## config.mk

```make
export PLATFORM = sky130hd
export DESIGN_NAME = bridge_pwm_auto_shutdown
export DESIGN_NICKNAME = d
export VERILOG_FILES = /design/src/bpa_pkg.sv /design/src/bpa_timer_if.sv /design/src/bpa_sync3.sv /design/src/bpa_period_timer.sv /design/src/bridge_pwm_auto_shutdown.sv
export SDC_FILE = /design/constraint.sdc
export NUM_CORES = 1
export LEC_CHECK = 0
export ABC_AREA = 0
export BUFFER_PORTS_ARGS = -buffer_cell sky130_fd_sc_hd__buf_4
export CORE_UTILIZATION = 50
export CTS_CLUSTER_DIAMETER = 80
export DETAILED_ROUTE_END_ITERATION = 7
export HOLD_SLACK_MARGIN = 0.03
export PLACE_DENSITY_LB_ADDON = 0.05
export SYNTH_ARGS = -nofsm -noshare
export SYNTH_HDL_FRONTEND = slang
export SYNTH_SLANG_ARGS = --single-unit
```

## constraint.sdc

```tcl
create_clock -name ref_clk -period 2.4 [get_ports ref_clk]
set_input_delay 0.24 -clock ref_clk [delete_from_list [all_inputs] [get_ports ref_clk]]
set_output_delay 0.24 -clock ref_clk [all_outputs]
set_load 0.05 [all_outputs]
```

## src/bpa_pkg.sv

```systemverilog
// constants and types shared by the bridge pwm auto-shutdown block
package bpa_pkg;
	localparam int ADDR_W = 4;
	localparam int DATA_W = 8;

	localparam logic [3:0] OFS_SHUTDOWN   = 4'h0;
	localparam logic [3:0] OFS_CONFIG     = 4'h1;
	localparam logic [3:0] OFS_PERIOD     = 4'h2;
	localparam logic [3:0] OFS_TIMER_CTRL = 4'h3;
	localparam logic [3:0] OFS_TIMER_FLAG = 4'h4;
	localparam logic [3:0] OFS_POLARITY   = 4'h5;
	localparam logic [3:0] OFS_DIRECTION  = 4'h6;
	localparam logic [3:0] OFS_STATUS     = 4'h7;

	localparam int BIT_EVENT_STATUS = 7;
	localparam int SRC_LSB          = 4;
	localparam int AC_LSB           = 2;
	localparam int BD_LSB           = 0;
	localparam int BIT_RESTART      = 7;
	localparam int BIT_RUN          = 2;
	localparam int BIT_FLAG         = 0;
	localparam int LVL_TRI_BIT      = 1;

	localparam logic [7:0] RST_SHUTDOWN   = 8'h00;
	localparam logic [7:0] RST_CONFIG     = 8'h00;
	localparam logic [7:0] RST_PERIOD     = 8'hff;
	localparam logic [2:0] RST_TIMER_CTRL = 3'h0;
	localparam logic [1:0] RST_POLARITY   = 2'h0;
	localparam logic [3:0] RST_DIRECTION  = 4'hf;

	localparam logic [1:0] LVL_LOW    = 2'h0;
	localparam logic [1:0] LVL_HIGH   = 2'h1;
	localparam logic [1:0] PSC_DIV1   = 2'h0;
	localparam logic [1:0] PSC_DIV4   = 2'h1;
	localparam logic [3:0] PSC_LAST1  = 4'h0;
	localparam logic [3:0] PSC_LAST4  = 4'h3;
	localparam logic [3:0] PSC_LAST16 = 4'hf;

	typedef enum logic [1:0] {
		BPA_RUN  = 2'h0,
		BPA_SHUT = 2'h1,
		BPA_WAIT = 2'h3
	} bpa_out_state_type;
endpackage

```

## src/bpa_timer_if.sv

```systemverilog
// link between the register side and the period timer
interface bpa_timer_if;
	logic       run;
	logic [1:0] prescale;
	logic [7:0] period;
	logic [7:0] count;
	logic       period_start;
	modport ctrl (output run, output prescale, output period, input count, input period_start);
	modport tmr (input run, input prescale, input period, output count, output period_start);
endinterface

```

## src/bpa_sync3.sv

```systemverilog
// three-stage pin synchroniser with agreement filter
module bpa_sync3 import bpa_pkg::*; (
	// clock and reset
	input  wire logic ref_clk,
	input  wire logic nrst,
	// pin and result
	input  wire logic async_in,
	output logic      sync_out
);
	typedef struct packed {
		logic s1;
		logic s2;
		logic s3;
		logic q;
	} bpa_sync_state_type;

	bpa_sync_state_type st;
	bpa_sync_state_type next_st;

	always_comb begin
		next_st = st;
		next_st.s1 = async_in;
		next_st.s2 = st.s1;
		next_st.s3 = st.s2;
		// a change counts only once stages two and three agree
		if (st.s2 == st.s3) begin
			next_st.q = st.s3;
		end
	end

	always_ff @(posedge ref_clk or negedge nrst) begin
		if (!nrst) begin
			st <= '0;
		end else begin
			st <= next_st;
		end
	end

	assign sync_out = st.q;
endmodule

```

## src/bpa_period_timer.sv

```systemverilog
// period timer with prescaler; pulses period_start at each wrap
module bpa_period_timer import bpa_pkg::*; (
	// clock and reset
	input  wire logic ref_clk,
	input  wire logic nrst,
	// control link
	bpa_timer_if.tmr  tif
);
	typedef struct packed {
		logic [3:0] pre;
		logic [7:0] count;
		logic       start;
	} bpa_timer_state_type;

	bpa_timer_state_type st;
	bpa_timer_state_type next_st;

	function automatic logic [3:0] last_tick(input logic [1:0] psc);
		case (psc)
			PSC_DIV1: last_tick = PSC_LAST1;
			PSC_DIV4: last_tick = PSC_LAST4;
			default:  last_tick = PSC_LAST16;
		endcase
	endfunction

	always_comb begin
		next_st = st;
		next_st.start = 1'b0;
		if (tif.run) begin
			if (st.pre >= last_tick(tif.prescale)) begin
				next_st.pre = '0;
				if (st.count == tif.period) begin
					next_st.count = '0;
					next_st.start = 1'b1;
				end else begin
					next_st.count = st.count + 8'h01;
				end
			end else begin
				next_st.pre = st.pre + 4'h1;
			end
		end
	end

	always_ff @(posedge ref_clk or negedge nrst) begin
		if (!nrst) begin
			st <= '0;
		end else begin
			st <= next_st;
		end
	end

	assign tif.count        = st.count;
	assign tif.period_start = st.start;
endmodule

```

## src/bridge_pwm_auto_shutdown.sv

```systemverilog
// auto-shutdown and restart control for the four bridge pwm pins
//
// How it works
// - bit 7 of the shutdown register flags a shutdown; outputs held while set.
// - three-bit source select: one enable bit each for cmp1, cmp2 and the external pin, ORed.
// - pair A/C shutdown level: 00 low, 01 high, 1x released.
// - pair B/D shutdown level: 00 low, 01 high, 1x released.
// - with auto restart, flag clears by itself once the cause goes away.
// - without auto restart, flag stays set until firmware clears it.
// - after the flag clears, pwm resumes only at the next period start.
// - writes to the flag are ignored while a selected cause is active.
// - comparator causes are levels; flag cannot clear while one persists.
// - writing one to the flag forces shutdown like a hardware event.
// - polarity per pair; software sets it before enabling the pins.
// - in sleep the clock stops, so state freezes; pin levels freeze too unless a selected cause forces them.
// - in primary idle the block keeps running on its clock unchanged.
// - in other low-power modes the timer runs on the selected clock.
// - a shutdown cause forces the pins at once, with no clock edge.
// - flag set at a period start holds shutdown for that whole period.
//
// Implementation choices: the address-and-strobe port and the placing of the registers.
module bridge_pwm_auto_shutdown import bpa_pkg::*; (
	// clock and reset
	input  wire logic              ref_clk,
	input  wire logic              nrst,
	// register port
	input  wire logic [ADDR_W-1:0] reg_addr,
	input  wire logic [DATA_W-1:0] reg_wdata,
	input  wire logic              reg_write,
	input  wire logic              reg_read,
	output logic      [DATA_W-1:0] reg_rdata,
	// shutdown sources
	input  wire logic              cmp1_out,
	input  wire logic              cmp2_out,
	input  wire logic              ext_interrupt_zero_pin,
	// pwm waveform from the generator, active high, order a b c d
	input  wire logic [3:0]        pwm_wave,
	// bridge pins
	output logic                   pwm_out_a,
	output logic                   pwm_out_a_oe,
	output logic                   pwm_out_b,
	output logic                   pwm_out_b_oe,
	output logic                   pwm_out_c,
	output logic                   pwm_out_c_oe,
	output logic                   pwm_out_d,
	output logic                   pwm_out_d_oe
);
	typedef struct packed {
		logic [7:0]        shutdown_ctrl;
		logic [7:0]        pwm_config;
		logic [7:0]        period;
		logic [2:0]        timer_ctrl;
		logic              timer_flag;
		logic [1:0]        polarity;
		logic [3:0]        direction;
		bpa_out_state_type out_state;
		logic [3:0]        wave;
		logic [7:0]        rdata;
	} bpa_main_state_type;

	bpa_main_state_type st;
	bpa_main_state_type next_st;

	bpa_timer_if tif();

	logic [2:0] src_sync;
	logic [2:0] src_raw;
	logic       cond_raw;
	logic       cond_sync;
	logic       write_shutdown;
	logic       status;
	logic       restart;
	logic       shut_now;
	logic [3:0] pin_val;
	logic [3:0] pin_en;

	// a source counts only when its select bit is set; order cmp1, cmp2, ext
	function automatic logic cause_active(input logic [2:0] sel, input logic [2:0] src);
		cause_active = |(sel & src);
	endfunction

	assign src_raw = {ext_interrupt_zero_pin, cmp2_out, cmp1_out};

	genvar gi;
	generate
		for (gi = 0; gi < 3; gi++) begin : g_sync
			bpa_sync3 u_sync (
				.ref_clk  (ref_clk),
				.nrst     (nrst),
				.async_in (src_raw[gi]),
				.sync_out (src_sync[gi])
			);
		end
	endgenerate

	bpa_period_timer u_timer (
		.ref_clk (ref_clk),
		.nrst    (nrst),
		.tif     (tif.tmr)
	);

	assign tif.run      = st.timer_ctrl[BIT_RUN];
	assign tif.prescale = st.timer_ctrl[1:0];
	assign tif.period   = st.period;

	assign status         = st.shutdown_ctrl[BIT_EVENT_STATUS];
	assign restart        = st.pwm_config[BIT_RESTART];
	assign write_shutdown = reg_write && (reg_addr == OFS_SHUTDOWN);
	// raw pins feed the override so the pins react without waiting for a clock
	assign cond_raw  = cause_active(st.shutdown_ctrl[SRC_LSB +: 3], src_raw);
	assign cond_sync = cause_active(st.shutdown_ctrl[SRC_LSB +: 3], src_sync);

	always_comb begin
		next_st = st;
		// control registers
		if (reg_write) begin
			case (reg_addr)
				OFS_SHUTDOWN:   next_st.shutdown_ctrl[6:0] = reg_wdata[6:0];
				OFS_CONFIG:     next_st.pwm_config = reg_wdata;
				OFS_PERIOD:     next_st.period = reg_wdata;
				OFS_TIMER_CTRL: next_st.timer_ctrl = reg_wdata[2:0];
				OFS_TIMER_FLAG: next_st.timer_flag = reg_wdata[BIT_FLAG];
				OFS_POLARITY:   next_st.polarity = reg_wdata[1:0];
				OFS_DIRECTION:  next_st.direction = reg_wdata[3:0];
				default:        next_st.timer_flag = st.timer_flag;
			endcase
		end
		// the wrap wins over a software clear in the same cycle
		if (tif.period_start) begin
			next_st.timer_flag = 1'b1;
		end
		// shutdown flag: a live cause wins over any write
		if (cond_sync) begin
			next_st.shutdown_ctrl[BIT_EVENT_STATUS] = 1'b1;
		end else if (write_shutdown) begin
			next_st.shutdown_ctrl[BIT_EVENT_STATUS] = reg_wdata[BIT_EVENT_STATUS];
		end else if (restart && status) begin
			next_st.shutdown_ctrl[BIT_EVENT_STATUS] = 1'b0;
		end
		// output hold: released only on a period boundary
		case (st.out_state)
			BPA_RUN: begin
				if (status) begin
					next_st.out_state = BPA_SHUT;
				end
			end
			BPA_SHUT: begin
				if (!status) begin
					next_st.out_state = BPA_WAIT;
				end
			end
			BPA_WAIT: begin
				if (status) begin
					next_st.out_state = BPA_SHUT;
				end else if (tif.period_start) begin
					next_st.out_state = BPA_RUN;
				end
			end
			default: next_st.out_state = BPA_SHUT;
		endcase
		// registered normal waveform with polarity applied per pair
		next_st.wave = pwm_wave ^ {st.polarity[1], st.polarity[0],
			st.polarity[1], st.polarity[0]};
		// read data stands for the one cycle after the strobe only
		next_st.rdata = '0;
		if (reg_read) begin
			case (reg_addr)
				OFS_SHUTDOWN:   next_st.rdata = st.shutdown_ctrl;
				OFS_CONFIG:     next_st.rdata = st.pwm_config;
				OFS_PERIOD:     next_st.rdata = st.period;
				OFS_TIMER_CTRL: next_st.rdata = {5'h00, st.timer_ctrl};
				OFS_TIMER_FLAG: next_st.rdata = {7'h00, st.timer_flag};
				OFS_POLARITY:   next_st.rdata = {6'h00, st.polarity};
				OFS_DIRECTION:  next_st.rdata = {4'h0, st.direction};
				OFS_STATUS:     next_st.rdata = {shut_now, st.out_state, cond_sync, 1'b0,
					src_sync};
				default:        next_st.rdata = '0;
			endcase
		end
	end

	// one clock for everything: sleep stops it and freezes state, idle keeps it
	always_ff @(posedge ref_clk or negedge nrst) begin
		if (!nrst) begin
			st.shutdown_ctrl <= RST_SHUTDOWN;
			st.pwm_config    <= RST_CONFIG;
			st.period        <= RST_PERIOD;
			st.timer_ctrl    <= RST_TIMER_CTRL;
			st.timer_flag    <= 1'b0;
			st.polarity      <= RST_POLARITY;
			st.direction     <= RST_DIRECTION;
			st.out_state     <= BPA_RUN;
			st.wave          <= '0;
			st.rdata         <= '0;
		end else begin
			st <= next_st;
		end
	end

	assign shut_now = cond_raw || status || (st.out_state != BPA_RUN);

	// pins a, c are pair 0 (even index); pins b, d are pair 1
	generate
		for (gi = 0; gi < 4; gi++) begin : g_pin
			logic [1:0] lvl;
			assign lvl = (gi % 2 == 0) ? st.shutdown_ctrl[AC_LSB +: 2]
				: st.shutdown_ctrl[BD_LSB +: 2];
			// direction bit set keeps the pin released until software enables it
			assign pin_en[gi] = !st.direction[gi] && !(shut_now && lvl[LVL_TRI_BIT]);
			assign pin_val[gi] = shut_now ? (lvl == LVL_HIGH) : st.wave[gi];
		end
	endgenerate

	assign pwm_out_a    = pin_val[0];
	assign pwm_out_b    = pin_val[1];
	assign pwm_out_c    = pin_val[2];
	assign pwm_out_d    = pin_val[3];
	assign pwm_out_a_oe = pin_en[0];
	assign pwm_out_b_oe = pin_en[1];
	assign pwm_out_c_oe = pin_en[2];
	assign pwm_out_d_oe = pin_en[3];
	assign reg_rdata    = st.rdata;
endmodule

```

==> flow_metrics.tcl <==
set metrics [dict create \
    clockBufferDepth 2 \
    synth_common_cells "dfrtp_1, mux2_2, nor2_1" \
    p_per_area_nw_per_um2 913 \
    fin_total_pwr_mw 3.68 \
    dr.pass1.iters 4 \
    ys_types 48 \
    wirelength_met1_um 3550 \
    grt_pass1_vias 2450 \
    synth_top_cell_by_area "dfrtp_1" \
    top_layer "met4" \
    wl_um 7440 \
    ff2ff_path_depth 6 \
    synth_edf_count 0 \
    synth_async_sr_flop_share_pct 100 \
    syn_area_per_cell_um2 11.8 \
    dr_wl_met3_um 327 \
    netlist_area_um2 3500 \
    clkTransAtPathRegs_ns 0.07 \
    worstPathMaxFanout 7 \
    tightest_slew_ns 0.921 \
    routed_via_density 5.57 \
    numPortBuffers 38 \
    power.leakage_nw 1.81 \
    die_area_um2 7340 \
    timing.hold.ws_ns 0.00164 \
    slew-limit-headroom_pct 38.6 \
    yosys.area.top_type_share_pct 43.6 \
    cts_buffers 9 \
    synth_most_common_cell "dfrtp_1" \
    place_area_um2 3830 \
    hpwl_um 5080 \
    layoutNonFillerInstCount 436 \
    grtUsageTotal_pct 22.8 \
    peakVddDrop_mv 0.593 \
    drv_cap 0 \
    initial_core_util_pct 51.5 \
    hold_viol_final 0 \
    insertion_delay_ns 0.35 \
    r2r-start "st[22]" \
    reg2reg_to "u_timer.tif.count[0]" \
    wl_met2_um 3460 \
    clock-sinks 73 \
    final.setup.tns_ns 0 \
    pin_count 39 \
    num_rows 30 \
    path_class "in2out" \
    drc 0 \
    ctsRootBufferMaster "clkbuf_8" \
    final-max-slew-violation-count 0 \
    seq_area_frac_synth_pct 52.6 \
    ant_nets 0 \
    final_nets 364 \
    area_delta_synth_final_pct 15.3 \
    cts-resized-gates 0 \
    worstSetupStartpointType "input port" \
    crit_arrival_ns 2.07 \
    yosysWarnings 0 \
    gp_congestion 0.770 \
    period_share_pct 96.1 \
    core_um2 6790 \
    cts_tree "yes" \
    wl_per_cell_um 17.1 \
    antennaDiodeCount 0 \
    max_freq_mhz 433 \
    drtIter0Drc 127 \
    grt-ovfl-total 0 \
    final_cell_area_um2 4040 \
    synthesis.nets 326 \
    ys_top_cells_by_area "dfrtp_1, mux2_2, dfstp_2" \
    synth_ff_type "dfrtp_1" \
    r2r_slack_ns 0.27 \
    setup_viol 0 \
    htreeDepth 3 \
    antenna_found_initial 0 \
    die_h_um 85.7 \
    syn_inst 297 \
    grt_setup_unrepaired "false" \
    hold_class "in2async" \
    post-cts-setup-buffer-count 0 \
    cp_data_required_time_ns 2.16 \
    num_vias 2428 \
    finClkSkew_ns 0.00402 \
    die_w_um 85.7 \
    dp_cells 417 \
    ys_ff_latch 73 \
    status "finished clean" \
    crit_path_end_kind "primary output" \
    drive_gt1_share_pct 32.1 \
    grt_first_pass_wirelength_um 12600 \
    grt_max_degree 74 \
    finalCriticalPeriod_ns 2.31 \
]
-- cells by family (layout without fill, tap and decap cells) --
group                    count (synthesis)  in the layout  share of synthesized area (%)
AO/OA/AOI/OAI                           49             49                           9.72
XOR/XNOR                                12             12                           3.00
adder cells (fa/ha/maj)                  9              9                           3.00
buffers and inverters                   24             67                           3.61
flip-flops                              73             73                           52.6
multiplexers                            47             47                           15.1
AND/OR/NAND/NOR                         83             83                           13.0
-- cell type report --
type                    count  area [um^2]
repair buffers             43          330
fillers                   578         2760
clock buffers              16          180
flip-flops and latches     73         1840
inverters                   8         30.0
multi-input cells         200         1530
well taps                  96          120
-- sequential cells by signal (all words and copies together) (netlist names), 4 cells and up --
register and cells:
g_pin.lvl 4, g_sync.u_sync.next_st 6, reg_rdata 8, st 27, tif.period 8, u_timer.st 4
u_timer.tif.count 8
-- per-layer routing --
metal	vias to the layer above	GRT usage, %
met5	-	0
met3	10	5.39
met4	0	8.64
met2	49	35.3
li1	1133	-
met1	1236	31.4
-- worst max-delay path by stage --
stage,from,end,slack [ns],cells past startpoint
after floorplan,st[44],pwm_out_a_oe,0.21,3
after global placement,st[22],u_timer.tif.count[0],0.36,6
after detailed placement,st[22],u_timer.tif.count[0],0.29,6
after CTS,cmp1_out,pwm_out_c_oe,0.06,7
after global routing,cmp1_out,pwm_out_b_oe,0.0002,7
final,cmp1_out,pwm_out_c_oe,0.09,7
-- per-stage QoR --
step / util [%] / setup WS [ns]
finish: 59.4 / 0.0931
global route: 59.4 / 0.000227
CTS: 59.4 / 0.0619
detailed placement: 56.3 / 0.293
global placement: 56.3 / 0.361
floorplan: - / 0.212
-- cell usage in the layout (no fill, tap or decap), drive strengths merged, types with 9 or more instances in the layout --
cell type,count
a21oi,13
buf,40
clkbuf,16
dfrtp,61
dfstp,12
mux2,37
mux2i,9
nand2,17
nand2b,11
nand3,13
nor2,22
o21ai,9
xor2,12
-- what timing repair did --
| action | in CTS | in global routing |
|---|---|---|
| hold buffers | 3 | 0 |
| setup endpoints to repair | 0 | 3 |
| endpoints found under the hold margin | 3 | 0 |
-- report_power, final --
part           internal, mW  switching, mW
combinational         0.470          0.599
sequential             1.51          0.221
clock                 0.463          0.423
-- worst max-delay path, cell delays in order --
cell and delay, ns:
dlygate4sd3_1 0.53, buf_4 0.14, a222oi_1 0.36, buf_4 0.22
nand2_2 0.13, a21oi_1 0.21, buf_4 0.22
(Power assumes the default switching activity.)
